==> config.mk <==
export PLATFORM = sky130hd
export DESIGN_NAME = codec_control_regs_two_to_four
export DESIGN_NICKNAME = d
export VERILOG_FILES = /design/src/hdl/codec_ctrl_pkg.sv /design/src/hdl/tick_divider.sv /design/src/hdl/codec_control_regs_two_to_four.sv
export SDC_FILE = /design/constraint.sdc
export NUM_CORES = 1
export LEC_CHECK = 0
export ABC_AREA = 0
export BUFFER_PORTS_ARGS = -buffer_cell sky130_fd_sc_hd__buf_2
export CAP_MARGIN = 20
export CORE_ASPECT_RATIO = 0.8
export CORE_MARGIN = 4
export CORE_UTILIZATION = 35
export DETAILED_ROUTE_END_ITERATION = 7
export HOLD_SLACK_MARGIN = 0.12
export PLACE_DENSITY_LB_ADDON = 0.1
export SYNTH_ARGS = -nofsm -noshare
export SYNTH_HDL_FRONTEND = slang
export SYNTH_SLANG_ARGS = --single-unit
==> constraint.sdc <==
create_clock -name clk -period 47 [get_ports clk]
set_input_delay 9.4 -clock clk [delete_from_list [all_inputs] [get_ports clk]]
set_output_delay 9.4 -clock clk [all_outputs]
set_load 0.005 [all_outputs]
==> src/hdl/codec_ctrl_pkg.sv <==
// Purpose: Shared constants and types for the codec control registers 2 to 4
// Assumes: Master clock is the block clock
// Notes:   Widths cover the largest divider product
package codec_ctrl_pkg;

   // Control word register addresses
   localparam logic [2:0] ADDR_CLOCK_FILTER_HOSTPIN = 3'h2;
   localparam logic [2:0] ADDR_POWER_RESET_RATE     = 3'h3;
   localparam logic [2:0] ADDR_FRAME_DIVIDER        = 3'h4;

   // Field positions, control register 2
   localparam int TURBO_BIT      = 7;
   localparam int BYPASS_BIT     = 6;
   localparam int BUS_ADDR_LSB   = 3;
   localparam int SPARE_OUT_BIT  = 2;
   localparam int HOST_CFG_LSB   = 0;
   // Field positions, control register 3
   localparam int POWER_DOWN_LSB = 6;
   localparam int SOFT_RESET_BIT = 5;
   localparam int OSR_LSB        = 3;
   localparam int ASYNC_RATE_LSB = 0;
   // Field positions, control register 4
   localparam int DIV_SELECT_BIT = 7;
   localparam int N_LSB          = 3;
   localparam int P_LSB          = 0;

   // Reset values
   localparam logic [7:0] CLOCK_FILTER_HOSTPIN_RESET = 8'h20;
   localparam logic [7:0] POWER_RESET_RATE_RESET     = 8'h01;
   localparam logic [6:0] M_CODE_RESET               = 7'h10;
   localparam logic [3:0] N_CODE_RESET               = 4'h6;
   localparam logic [2:0] P_CODE_RESET               = 3'h0;

   // Value meant by an all-zero divider code
   localparam logic [7:0] M_ZERO_VALUE = 8'h80;
   localparam logic [7:0] N_ZERO_VALUE = 8'h10;
   localparam logic [7:0] P_ZERO_VALUE = 8'h08;
   localparam logic [7:0] P_COARSE     = 8'h08;
   localparam logic [3:0] ASYNC_ZERO_VALUE = 4'h8;

   // Frame rate scaling
   localparam logic [4:0] FRAME_BITS = 5'h10;
   localparam logic [9:0] OSR_512    = 10'h200;
   localparam logic [9:0] OSR_256    = 10'h100;
   localparam logic [9:0] OSR_128    = 10'h080;

   // Sampling periods before new divider values apply
   localparam logic [1:0] DIV_UPDATE_PERIODS = 2'h2;

   localparam int FS_DIV_W   = 21;
   localparam int SCLK_DIV_W = 17;

   typedef enum logic [1:0] {
      HOST_I2C,
      HOST_ALT_TWO_WIRE,
      HOST_SPARE_PASS,
      HOST_FRAME_FLAG
   } host_cfg_e;

   typedef struct packed {
      logic [2:0] addr;
      logic       read;
      logic       broadcast;
      logic [2:0] fill;
      logic [7:0] data;
   } ctrl_word_s;

   typedef struct packed {
      logic       adc_off;
      logic       dac_off;
      logic       device_off;
   } power_s;

endpackage

==> src/hdl/tick_divider.sv <==
// Purpose: Free running divider giving one tick every div clock cycles
// Assumes: div is at least one; zero is treated as one
// Notes:   A new div takes effect at once, in the period already under way
`timescale 1ns/100ps
module tick_divider #(
   parameter int W = 8
) (
   input  wire logic         clk,
   input  wire logic         rst_b,
   input  wire logic [W-1:0] div,
   output logic              tick
);

   logic [W-1:0] count_reg;
   logic         end_now;

   assign end_now = (count_reg + {{(W-1){1'b0}}, 1'b1} >= div);

   always_ff @(posedge clk) begin
      if (!rst_b) begin
         count_reg <= '0;
      end else if (end_now) begin
         count_reg <= '0;
      end else begin
         count_reg <= count_reg + {{(W-1){1'b0}}, 1'b1};
      end
   end

   always_ff @(posedge clk) begin
      if (!rst_b) begin
         tick <= 1'b0;
      end else begin
         tick <= end_now;
      end
   end

endmodule

==> src/hdl/codec_control_regs_two_to_four.sv <==
// Purpose: Control registers 2, 3 and 4 of a voice codec with their clock logic
// Assumes: clk is the master clock; control words arrive already deserialised
// Notes:   Serial frame timing, gain and control register 1 live elsewhere
`timescale 1ns/100ps
module codec_control_regs_two_to_four (
   input  wire logic                       clk,
   input  wire logic                       rst_b,
   input  wire logic                       ctrl_valid,
   input  wire codec_ctrl_pkg::ctrl_word_s ctrl_word,
   output logic                            rd_valid,
   output logic [7:0]                      rd_data,
   input  wire logic                       frame_active,
   input  wire logic [3:0]                 device_address,
   input  wire logic [2:0]                 cascade_count,
   input  wire logic [1:0]                 mode_factor,
   input  wire logic                       rates_differ,
   input  wire logic                       bus_sda_out,
   input  wire logic                       bus_sda_oe,
   input  wire logic                       sda_in,
   input  wire logic                       scl_in,
   output logic                            sda_out,
   output logic                            sda_oe,
   output logic                            sda_bus_in,
   output logic                            serial_out_pass,
   output logic                            serial_out_pass_en,
   output logic                            i2c_mode,
   output logic                            alt_two_wire_mode,
   output logic [6:0]                      bus_address,
   output logic                            filter_bypass,
   output codec_ctrl_pkg::power_s          power_state,
   output logic [9:0]                      oversample_ratio,
   output logic [3:0]                      async_ratio,
   output logic                            coarse_mode,
   output logic                            frame_sync,
   output logic                            bit_clock_tick,
   output logic                            soft_reset_active
);

   // Zero code stands for the field's largest value
   function automatic logic [7:0] field_value(input logic [6:0] code,
                                              input logic [7:0] zero_val);
      field_value = (code == 7'h00) ? zero_val : {1'b0, code};
   endfunction

   function automatic logic [3:0] at_least_one(input logic [3:0] v);
      at_least_one = (v == 4'h0) ? 4'h1 : v;
   endfunction

   logic [7:0] clock_filter_hostpin_control_reg;
   logic [7:0] power_reset_rate_control_reg;
   logic       divider_select_reg;
   logic [6:0] m_pending_reg;
   logic [3:0] n_pending_reg;
   logic [2:0] p_pending_reg;
   logic [6:0] m_active_reg;
   logic [3:0] n_active_reg;
   logic [2:0] p_active_reg;
   logic [1:0] update_wait_reg;
   logic       second_read_reg;
   logic       soft_reset_reg;
   logic       scl_meta_reg;
   logic       scl_sync_reg;
   logic       sda_meta_reg;
   logic       sda_sync_reg;
   logic       core_rst_b;
   logic       wr_en;
   logic       rd_en;
   logic       fs_tick;
   logic [7:0] m_val;
   logic [7:0] n_val;
   logic [7:0] p_val;
   logic [16:0] mnp_product;
   logic [codec_ctrl_pkg::FS_DIV_W-1:0]   fs_div;
   logic [codec_ctrl_pkg::SCLK_DIV_W-1:0] sclk_div;
   logic [codec_ctrl_pkg::SCLK_DIV_W-1:0] sclk_slow_div;
   logic [5:0] bit_scale;
   codec_ctrl_pkg::host_cfg_e host_cfg;

   // Soft reset pulls every register except the pin synchronisers and the pulse itself back to its reset value
   assign core_rst_b = rst_b & ~soft_reset_reg;

   assign wr_en = ctrl_valid & ~ctrl_word.read;
   assign rd_en = ctrl_valid & ctrl_word.read;

   // Control register 2
   always_ff @(posedge clk) begin
      if (!core_rst_b) begin
         clock_filter_hostpin_control_reg <= codec_ctrl_pkg::CLOCK_FILTER_HOSTPIN_RESET;
      end else if (wr_en && ctrl_word.addr == codec_ctrl_pkg::ADDR_CLOCK_FILTER_HOSTPIN) begin
         clock_filter_hostpin_control_reg <= ctrl_word.data;
      end
   end

   // Control register 3; the soft reset bit is never stored
   always_ff @(posedge clk) begin
      if (!core_rst_b) begin
         power_reset_rate_control_reg <= codec_ctrl_pkg::POWER_RESET_RATE_RESET;
      end else if (wr_en && ctrl_word.addr == codec_ctrl_pkg::ADDR_POWER_RESET_RATE) begin
         power_reset_rate_control_reg <= ctrl_word.data
                                         & ~(8'h01 << codec_ctrl_pkg::SOFT_RESET_BIT);
      end
   end

   // Soft reset pulse, one cycle long
   always_ff @(posedge clk) begin
      if (!rst_b) begin
         soft_reset_reg <= 1'b0;
      end else begin
         soft_reset_reg <= ~soft_reset_reg & wr_en
                           & (ctrl_word.addr == codec_ctrl_pkg::ADDR_POWER_RESET_RATE)
                           & ctrl_word.data[codec_ctrl_pkg::SOFT_RESET_BIT];
      end
   end

   assign soft_reset_active = soft_reset_reg;

   // Control register 4 writes land in the pending divider set
   always_ff @(posedge clk) begin
      if (!core_rst_b) begin
         divider_select_reg <= 1'b0;
         m_pending_reg      <= codec_ctrl_pkg::M_CODE_RESET;
         n_pending_reg      <= codec_ctrl_pkg::N_CODE_RESET;
         p_pending_reg      <= codec_ctrl_pkg::P_CODE_RESET;
      end else if (wr_en && ctrl_word.addr == codec_ctrl_pkg::ADDR_FRAME_DIVIDER) begin
         divider_select_reg <= ctrl_word.data[codec_ctrl_pkg::DIV_SELECT_BIT];
         if (ctrl_word.data[codec_ctrl_pkg::DIV_SELECT_BIT]) begin
            m_pending_reg <= ctrl_word.data[6:0];
         end else begin
            n_pending_reg <= ctrl_word.data[codec_ctrl_pkg::N_LSB +: 4];
            p_pending_reg <= ctrl_word.data[codec_ctrl_pkg::P_LSB +: 3];
         end
      end
   end

   // Count sampling periods before the pending set goes live
   always_ff @(posedge clk) begin
      if (!core_rst_b) begin
         update_wait_reg <= 2'h0;
      end else if (wr_en && ctrl_word.addr == codec_ctrl_pkg::ADDR_FRAME_DIVIDER) begin
         update_wait_reg <= codec_ctrl_pkg::DIV_UPDATE_PERIODS;
      end else if (fs_tick && update_wait_reg != 2'h0) begin
         update_wait_reg <= update_wait_reg - 2'h1;
      end
   end

   always_ff @(posedge clk) begin
      if (!core_rst_b) begin
         m_active_reg <= codec_ctrl_pkg::M_CODE_RESET;
         n_active_reg <= codec_ctrl_pkg::N_CODE_RESET;
         p_active_reg <= codec_ctrl_pkg::P_CODE_RESET;
      end else if (fs_tick && update_wait_reg == 2'h1) begin
         m_active_reg <= m_pending_reg;
         n_active_reg <= n_pending_reg;
         p_active_reg <= p_pending_reg;
      end
   end

   // Register 4 read order tracker
   always_ff @(posedge clk) begin
      if (!core_rst_b) begin
         second_read_reg <= 1'b0;
      end else if (ctrl_valid) begin
         second_read_reg <= rd_en & ~second_read_reg
                            & (ctrl_word.addr == codec_ctrl_pkg::ADDR_FRAME_DIVIDER);
      end
   end

   // Read answers, one cycle after the word
   always_ff @(posedge clk) begin
      if (!core_rst_b) begin
         rd_valid <= 1'b0;
         rd_data  <= 8'h00;
      end else begin
         rd_valid <= 1'b0;
         if (rd_en) begin
            unique case (ctrl_word.addr)
               codec_ctrl_pkg::ADDR_CLOCK_FILTER_HOSTPIN: begin
                  rd_valid <= 1'b1;
                  rd_data  <= clock_filter_hostpin_control_reg;
               end
               codec_ctrl_pkg::ADDR_POWER_RESET_RATE: begin
                  rd_valid <= 1'b1;
                  rd_data  <= power_reset_rate_control_reg;
               end
               codec_ctrl_pkg::ADDR_FRAME_DIVIDER: begin
                  rd_valid <= 1'b1;
                  if (second_read_reg) begin
                     rd_data <= {1'b1, m_pending_reg};
                  end else begin
                     rd_data <= {1'b0, n_pending_reg, p_pending_reg};
                  end
               end
               default: begin
                  rd_valid <= 1'b0;
               end
            endcase
         end
      end
   end

   // Divider values from codes
   assign m_val = field_value(m_active_reg, codec_ctrl_pkg::M_ZERO_VALUE);
   assign n_val = field_value({3'h0, n_active_reg}, codec_ctrl_pkg::N_ZERO_VALUE);
   assign p_val = field_value({4'h0, p_active_reg}, codec_ctrl_pkg::P_ZERO_VALUE);
   assign mnp_product = 17'(m_val * n_val * p_val);

   assign fs_div = 21'(mnp_product * codec_ctrl_pkg::FRAME_BITS);

   tick_divider #(
      .W(codec_ctrl_pkg::FS_DIV_W)
   ) fs_gen (
      .clk  (clk),
      .rst_b(core_rst_b),
      .div  (fs_div),
      .tick (fs_tick)
   );

   assign frame_sync = fs_tick;

   // Bit clock divisor from turbo bit
   assign bit_scale     = 6'({2'h0, at_least_one({1'b0, cascade_count})}
                             * {4'h0, (mode_factor == 2'h0) ? 2'h1 : mode_factor});
   assign sclk_slow_div = 17'(mnp_product / {11'h000, bit_scale});
   assign sclk_div      = clock_filter_hostpin_control_reg[codec_ctrl_pkg::TURBO_BIT]
                          ? {9'h000, p_val}
                          : sclk_slow_div;

   tick_divider #(
      .W(codec_ctrl_pkg::SCLK_DIV_W)
   ) sclk_gen (
      .clk  (clk),
      .rst_b(core_rst_b),
      .div  (sclk_div),
      .tick (bit_clock_tick)
   );

   // Pin synchronisers
   always_ff @(posedge clk) begin
      if (!rst_b) begin
         scl_meta_reg <= 1'b0;
         scl_sync_reg <= 1'b0;
         sda_meta_reg <= 1'b1;
         sda_sync_reg <= 1'b1;
      end else begin
         scl_meta_reg <= scl_in;
         scl_sync_reg <= scl_meta_reg;
         sda_meta_reg <= sda_in;
         sda_sync_reg <= sda_meta_reg;
      end
   end

   assign sda_bus_in = sda_sync_reg;
   assign host_cfg   = codec_ctrl_pkg::host_cfg_e'(
                          clock_filter_hostpin_control_reg[codec_ctrl_pkg::HOST_CFG_LSB +: 2]);

   // Host pin roles
   always_ff @(posedge clk) begin
      if (!core_rst_b) begin
         sda_out            <= 1'b0;
         sda_oe             <= 1'b0;
         serial_out_pass    <= 1'b0;
         serial_out_pass_en <= 1'b0;
         i2c_mode           <= 1'b0;
         alt_two_wire_mode  <= 1'b0;
      end else begin
         sda_out            <= bus_sda_out;
         sda_oe             <= bus_sda_oe;
         serial_out_pass    <= 1'b0;
         serial_out_pass_en <= 1'b0;
         i2c_mode           <= 1'b0;
         alt_two_wire_mode  <= 1'b0;
         unique case (host_cfg)
            codec_ctrl_pkg::HOST_I2C: begin
               i2c_mode <= 1'b1;
            end
            codec_ctrl_pkg::HOST_ALT_TWO_WIRE: begin
               alt_two_wire_mode <= 1'b1;
            end
            codec_ctrl_pkg::HOST_SPARE_PASS: begin
               sda_out            <= clock_filter_hostpin_control_reg[codec_ctrl_pkg::SPARE_OUT_BIT];
               sda_oe             <= 1'b1;
               serial_out_pass    <= scl_sync_reg;
               serial_out_pass_en <= 1'b1;
            end
            codec_ctrl_pkg::HOST_FRAME_FLAG: begin
               sda_out <= frame_active;
               sda_oe  <= 1'b1;
            end
         endcase
      end
   end

   assign bus_address = {clock_filter_hostpin_control_reg[codec_ctrl_pkg::BUS_ADDR_LSB +: 3],
                         device_address};
   assign filter_bypass = clock_filter_hostpin_control_reg[codec_ctrl_pkg::BYPASS_BIT];

   // Power down decode
   always_comb begin
      power_state.adc_off    = 1'b0;
      power_state.dac_off    = 1'b0;
      power_state.device_off = 1'b0;
      unique case (power_reset_rate_control_reg[codec_ctrl_pkg::POWER_DOWN_LSB +: 2])
         2'h0: begin
         end
         2'h1: begin
            power_state.adc_off = 1'b1;
         end
         2'h2: begin
            power_state.dac_off = 1'b1;
         end
         2'h3: begin
            power_state.adc_off    = 1'b1;
            power_state.dac_off    = 1'b1;
            power_state.device_off = 1'b1;
         end
      endcase
   end

   // Oversampling ratio decode
   always_comb begin
      if (power_reset_rate_control_reg[codec_ctrl_pkg::OSR_LSB]) begin
         oversample_ratio = codec_ctrl_pkg::OSR_512;
      end else if (power_reset_rate_control_reg[codec_ctrl_pkg::OSR_LSB + 1]) begin
         oversample_ratio = codec_ctrl_pkg::OSR_256;
      end else begin
         oversample_ratio = codec_ctrl_pkg::OSR_128;
      end
   end

   // Async rate factor applies only when the channels run at different rates
   always_comb begin
      if (!rates_differ) begin
         async_ratio = 4'h1;
      end else if (power_reset_rate_control_reg[codec_ctrl_pkg::ASYNC_RATE_LSB +: 3] == 3'h0) begin
         async_ratio = codec_ctrl_pkg::ASYNC_ZERO_VALUE;
      end else begin
         async_ratio = {1'b0, power_reset_rate_control_reg[codec_ctrl_pkg::ASYNC_RATE_LSB +: 3]};
      end
   end

   assign coarse_mode = (p_val == codec_ctrl_pkg::P_COARSE);

endmodule

==> results_dict.tcl, run 1 <==
set metrics [dict create \
    status "finished, final reports clean" \
    synth-xor-area-share_pct 5.61 \
    dr.pass1.iters 7 \
    synth_area_leader_cell "dfxtp_1" \
    vias 12600 \
    wirelength_um 38000 \
    num_rows 64 \
    cts_tree "done" \
    max_stage_delay_ns 0.53 \
    port-buffer-count 59 \
    yosys_register_bits 106 \
    drc 0 \
    r2r_slack_ns 6.46 \
    largest_reg_flops 21 \
    dpl.hpwl_um 31400 \
    cts.clk_slew.worst_paths_ns 0.07 \
    ys_types 110 \
    cp_common_cell "o21a_1" \
    synth_mux_area_share_pct 5.53 \
    crit_fanout 18 \
    grt_util_all_layers_pct 18.0 \
    drive_gt1_share_pct 14.0 \
    grt_pass1_wl_um 63900 \
    die_area_mm2 0.0425 \
    antenna_found_initial 0 \
    vias_per_cell 5.32 \
    cp_top_family "simple AND/OR/NAND/NOR gates" \
    final_antenna_net_count 0 \
    ctsHoldBuffers 0 \
    crit_buf_inv 8 \
    cp.required_ns 47.25 \
    place.gp.congestion 0.824 \
    die_h_um 185 \
    syn-mean-instance-area_um2 7.89 \
    worstHoldStart "sda_meta_reg$_SDFF_PN1_" \
    period_needed_ns 43.68 \
    syn_inst 1743 \
    io_pins 79 \
    design_area_mm2 0.0154 \
    maxSlewViolCount 0 \
    critical-path-slowest-cell "or4_1" \
    area_growth_syn_to_layout_pct 12.0 \
    holdPathEnd "sda_bus_in$_SDFF_PN1_" \
    syn_area_mm2 0.0137 \
    grt_max_degree 47 \
    grt_pass1_vias 12100 \
    critPathCaptureType "flop" \
    cts_buffer_depth 2 \
    htree_levels 3 \
    synth_top_family_by_area "simple AND/OR/NAND/NOR gates" \
    final_nets 2067 \
    synth.top_cell.area_share_pct 15.4 \
    drv_cap 0 \
    yosys.area_share.simple_pct 27.8 \
    relSlewSlack_pct 34.7 \
    placed_area_mm2 0.0149 \
    critPathKind "in -> reg" \
    start_kind "primary input" \
    synth_edf_count 0 \
    hold_viol_final 0 \
    diodes 0 \
    seq_area_frac_synth_pct 15.4 \
    clock-sinks 106 \
    coreArea_mm2 0.0385 \
    synth_compound_area_share_pct 20.2 \
    fin_skew_ns 0.0132 \
    fmax_ghz 0.0229 \
    yosys-top-cells-area "dfxtp_1 15%, ha_1 14%, fa_1 6.0%, nand2_1 4.0%, a21oi_1 3.8%" \
    hold_depth 1 \
    r2r_end "sclk_gen.count_reg[15]$_SDFF_PP0_" \
    fp.dieW_um 230 \
    hold_class "reg -> reg" \
    numCtsBuffers 9 \
    r2r_cells 206 \
    routedWlPerCell_um 16.0 \
    worst_ep_arrival_time_ns 43.93 \
    r2r_start "n_active_reg[0]$_SDFFE_PN0P_" \
    ys.flop_type "dfxtp_1" \
    initial_utilization_pct 35.7 \
    whs_ns 0.413 \
    insertion_delay_ns 0.36 \
    setup_violations 0 \
    synthAdderAreaFrac_pct 20.2 \
    tns_ns 0 \
    drt-initial-drc-count 906 \
    grt.overflow.total 0 \
    timing.final.crit_share_pct 92.9 \
    ys.warnings.count 0 \
    cts_root_buf "clkbuf_16" \
    async_reset_ff_share_pct 0 \
    worstMarginPinSlew_ns 0.971 \
]
==> cells in the mapped netlist, types with 6 or more instances <==
master	count
ha_1	155
nand2_1	148
nor2_1	132
dfxtp_1	106
a21oi_1	105
inv_1	104
and2_1	72
nor3_1	59
o21ai_0	59
and3_1	56
xnor2_1	53
nand3_1	52
mux2i_1	51
nand2b_1	47
fa_1	41
o21a_1	41
nor2b_1	35
clkbuf_1	32
xor2_1	30
nand4_1	22
a21o_1	19
buf_4	17
nor4_1	17
a211oi_1	15
mux2_2	15
o211ai_1	15
o31ai_1	14
o21ai_1	13
o21bai_1	12
or2_2	12
a31oi_1	11
or3_1	9
buf_2	7
a221oi_1	6
nor3b_1	6
or2_1	6
or4_1	6
==> how the worst max path moves through the flow <==
stage	start	end	depth (start not counted)
2_1_floorplan	cascade_count[0]	sclk_gen.count_reg[10]$_SDFF_PP0_	187
3_3_place_gp	cascade_count[0]	sclk_gen.count_reg[1]$_SDFF_PP0_	186
3_5_place_dp	cascade_count[0]	sclk_gen.count_reg[13]$_SDFF_PP0_	186
4_1_cts	cascade_count[0]	sclk_gen.count_reg[13]$_SDFF_PP0_	187
5_1_grt	mode_factor[0]	sclk_gen.count_reg[0]$_SDFF_PP0_	192
6_report	cascade_count[0]	sclk_gen.count_reg[15]$_SDFF_PP0_	190
==> what timing repair did <==
action | 4_1_cts | 5_1_grt
buffers inserted | 0 | 9
resized for setup | 0 | 25
setup endpoints to repair | 0 | 18
==> layout by cell type, fill, tap and decap left out, types with 7 or more instances in the layout <==
master / synthesis / final
o21bai_1: 12 / 12
a31oi_1: 11 / 10
conb_1: 1 / 7
o31ai_1: 14 / 14
a21oi_1: 105 / 101
nand4_1: 22 / 22
nand2_1: 148 / 147
o21ai_0: 59 / 56
o21a_1: 41 / 41
o211ai_1: 15 / 15
a211oi_1: 15 / 14
and2_1: 72 / 71
nor4_1: 17 / 16
buf_4: 17 / 80
xnor2_1: 53 / 53
inv_1: 104 / 104
ha_1: 155 / 155
clkbuf_16: 0 / 9
xor2_1: 30 / 30
nor2b_1: 35 / 33
o21ai_1: 13 / 16
and3_1: 56 / 55
or2_2: 12 / 12
or3_1: 9 / 8
nand2b_1: 47 / 46
nor3_1: 59 / 59
dfxtp_1: 106 / 106
mux2_2: 15 / 15
a21o_1: 19 / 19
nand3_1: 52 / 52
mux2i_1: 51 / 49
buf_2: 7 / 59
nor2_1: 132 / 130
fa_1: 41 / 41
==> cell type report <==
class,instances,area [um^2]
inverter,104,390
fill,3947,23100
timing repair buffer,140,907
clock inverter,5,45.0
sequential,106,2120
multi-input combinational,1476,11000
tap,528,661
clock buffer,11,243
==> routing by layer <==
metal	vias to the layer above	GRT usage, %	share of wire [%]
met4	0	1.90	0.45
li1	6432	-	-
met3	13	1.89	3.1
met2	184	26.8	40
met5	-	0	0
met1	5973	28.6	56
==> per-stage QoR <==
step                      instances  worst slack (ns)  util (%)
after floorplan                1749              4.65         -
after global placement         2344              1.49      38.8
after detailed placement       2344              1.19      38.8
after CTS                      2360              1.42      39.5
after global routing           2370           -0.0870      40.0
final                          2370              3.32      40.0
==> cell families (layout without fill, tap and decap cells) <==
logic type / after synthesis / in the layout
flops: 106 / 106
mux: 72 / 72
buf+inv: 167 / 260
simple gates: 717 / 717
xor+xnor: 85 / 85
fa+ha+maj: 198 / 198
compound gates: 397 / 397
other cells: 1 / 7
Power of run 1 is left out: the tool's default activity adds up to more than one toggle a clock period on the data nets, which glitch-free logic cannot reach.
==> run 2, diff against run 1 <==
Settings changed: GPL_TIMING_DRIVEN set to 0, TNS_END_PERCENT set to 20.
==> run 2 against run 1 <==
Against the previous run: routed wire length grew 3.6%; clock skew up 0.0044 ns; non-clock buffer count grew 12; highest routed layer unchanged; register-to-register slack worse by 0.19 ns; final area grew 0.67%; worst hold slack improved by 0.0029 ns; maximum frequency fell by 1.1%; first-iteration DRC count up 0.11%; core utilization increased by 0.27 points; sequential share of layout area shrank 0.091 points.
==> results_dict.tcl, run 2 (synthesis gave the netlist of run 1 again) <==
set metrics [dict create \
    status "finished, final reports clean" \
    fp.dieW_um 230 \
    hold_depth 1 \
    drv_cap 0 \
    antenna_found_initial 0 \
    drive_gt1_share_pct 14.0 \
    start_kind "primary input" \
    dr.pass1.iters 5 \
    critPathKind "in -> reg" \
    grt_max_degree 19 \
    cp.required_ns 47.24 \
    coreArea_mm2 0.0385 \
    fin_cells 2382 \
    insertion_delay_ns 0.36 \
    tns_ns 0 \
    cts_root_buf "clkbuf_16" \
    cp_common_cell "o21a_1" \
    grt_util_all_layers_pct 18.4 \
    cts_tree "done" \
    timing.final.crit_share_pct 94.0 \
    mostFrequentLayoutCell "ha_1" \
    worst_ep_arrival_time_ns 44.40 \
    wirelength_um 39400 \
    mostFrequentLayoutCells "155 x ha_1, 143 x nand2_1, 130 x nor2_1, 106 x dfxtp_1, 104 x inv_1" \
    critical-path-slowest-cell "or4_1" \
    placedCellCount 2342 \
    final_nets 2079 \
    die_h_um 185 \
    port-buffer-count 63 \
    relSlewSlack_pct 35.8 \
    ctsHoldBuffers 0 \
    grt_setup_unrepaired "false" \
    cts.clk_slew.worst_paths_ns 0.07 \
    diodes 0 \
    htree_levels 3 \
    grt_pass1_wl_um 64900 \
    grt_pass1_vias 12200 \
    dpl.hpwl_um 32200 \
    drc 0 \
    numCtsBuffers 9 \
    fmax_ghz 0.0226 \
    vias 12800 \
    largest_reg_flops 21 \
    fin_skew_ns 0.0177 \
    r2r_cells 209 \
    period_needed_ns 44.16 \
    initial_utilization_pct 35.7 \
    maxSlewViolCount 0 \
    clock-sinks 106 \
    drt-initial-drc-count 907 \
    vias_per_cell 5.37 \
    place.gp.congestion 0.837 \
    area_growth_syn_to_layout_pct 12.8 \
    num_rows 64 \
    hold_class "reg -> reg" \
    setup_ws_ns 2.84 \
    hold_viol_final 0 \
    max_stage_delay_ns 0.54 \
    crit_fanout 18 \
    setup_violations 0 \
    grt.overflow.total 0 \
    critPathCaptureType "flop" \
    routedWlPerCell_um 16.5 \
    io_pins 79 \
    die_area_mm2 0.0425 \
    worstMarginPinSlew_ns 0.957 \
    final_antenna_net_count 0 \
    place_ws_ns -2.90 \
    cts_buffer_depth 2 \
    nFillCells 4035 \
]
run 2: changes by cell type in the layout (fill, tap and decap cells not counted), moves of 4 or more:
cell	delta
buf_2	+13
nand2_1	-4
o21ai_0	-5
buf_1	+4
a21oi_1	-6
buf_4	-40
clkbuf_1	+31
run 2: area by class of cell:
cell class,instances,area [um^2],area share [%]
Clock buffer,10,229,1.48
Inverter,104,390,2.52
Buffer,62,325,2.10
Timing Repair Buffer,90,520,3.36
Sequential cell,106,2120,13.7
Clock inverter,6,47.5,0.307
Tap cell,528,661,4.26
Multi-Input combinational cell,1476,11200,72.3
run 2: worst paths after layout:
check | start | end | slack (ns)
min | sda_meta_reg$_SDFF_PN1_ | sda_bus_in$_SDFF_PN1_ | 0.42
max reg2reg | n_active_reg[3]$_SDFFE_PN0P_ | sclk_gen.count_reg[1]$_SDFF_PP0_ | 6.27
max | cascade_count[0] | sclk_gen.count_reg[1]$_SDFF_PP0_ | 2.84
min reg2reg | sda_meta_reg$_SDFF_PN1_ | sda_bus_in$_SDFF_PN1_ | 0.42
run 2: worst max-delay path: cells and delay by family:
kind | cells | cell delay (ns)
AO/OA/AOI/OAI | 83 | 13.05
buffers and inverters | 10 | 1.65
adder cells (fa/ha/maj) | 19 | 5.69
AND/OR/NAND/NOR | 70 | 12.46
multiplexers | 8 | 2.05
run 2: layer usage:
| metal | GRT usage, % | up-vias | part of all wire (%) |
|---|---|---|---|
| met1 | 29.1 | 6114 | 55 |
| met4 | 1.95 | 0 | 0.66 |
| met3 | 2.06 | 22 | 3.6 |
| met5 | 0 | - | 0 |
| li1 | - | 6460 | - |
| met2 | 27.6 | 198 | 41 |
run 2: repair_timing:
item,in CTS,in global routing
pin swaps,5,9
gates cloned,0,0
setup endpoints to repair,18,18
gates resized for setup,15,53
hold endpoints to repair,0,0
buffers inserted,7,17
run 2: through the flow:
stage | hold slack [ns] | util, % | instance area [um^2]
2_1_floorplan | 0.386 | - | 13800
6_report | 0.416 | 40.2 | 15500
5_1_grt | 0.447 | 40.2 | 15500
4_1_cts | 0.421 | 39.4 | 15200
3_3_place_gp | 0.394 | 38.3 | 14700
3_5_place_dp | 0.406 | 38.4 | 14800
Power of run 2 is left out for the same reason.
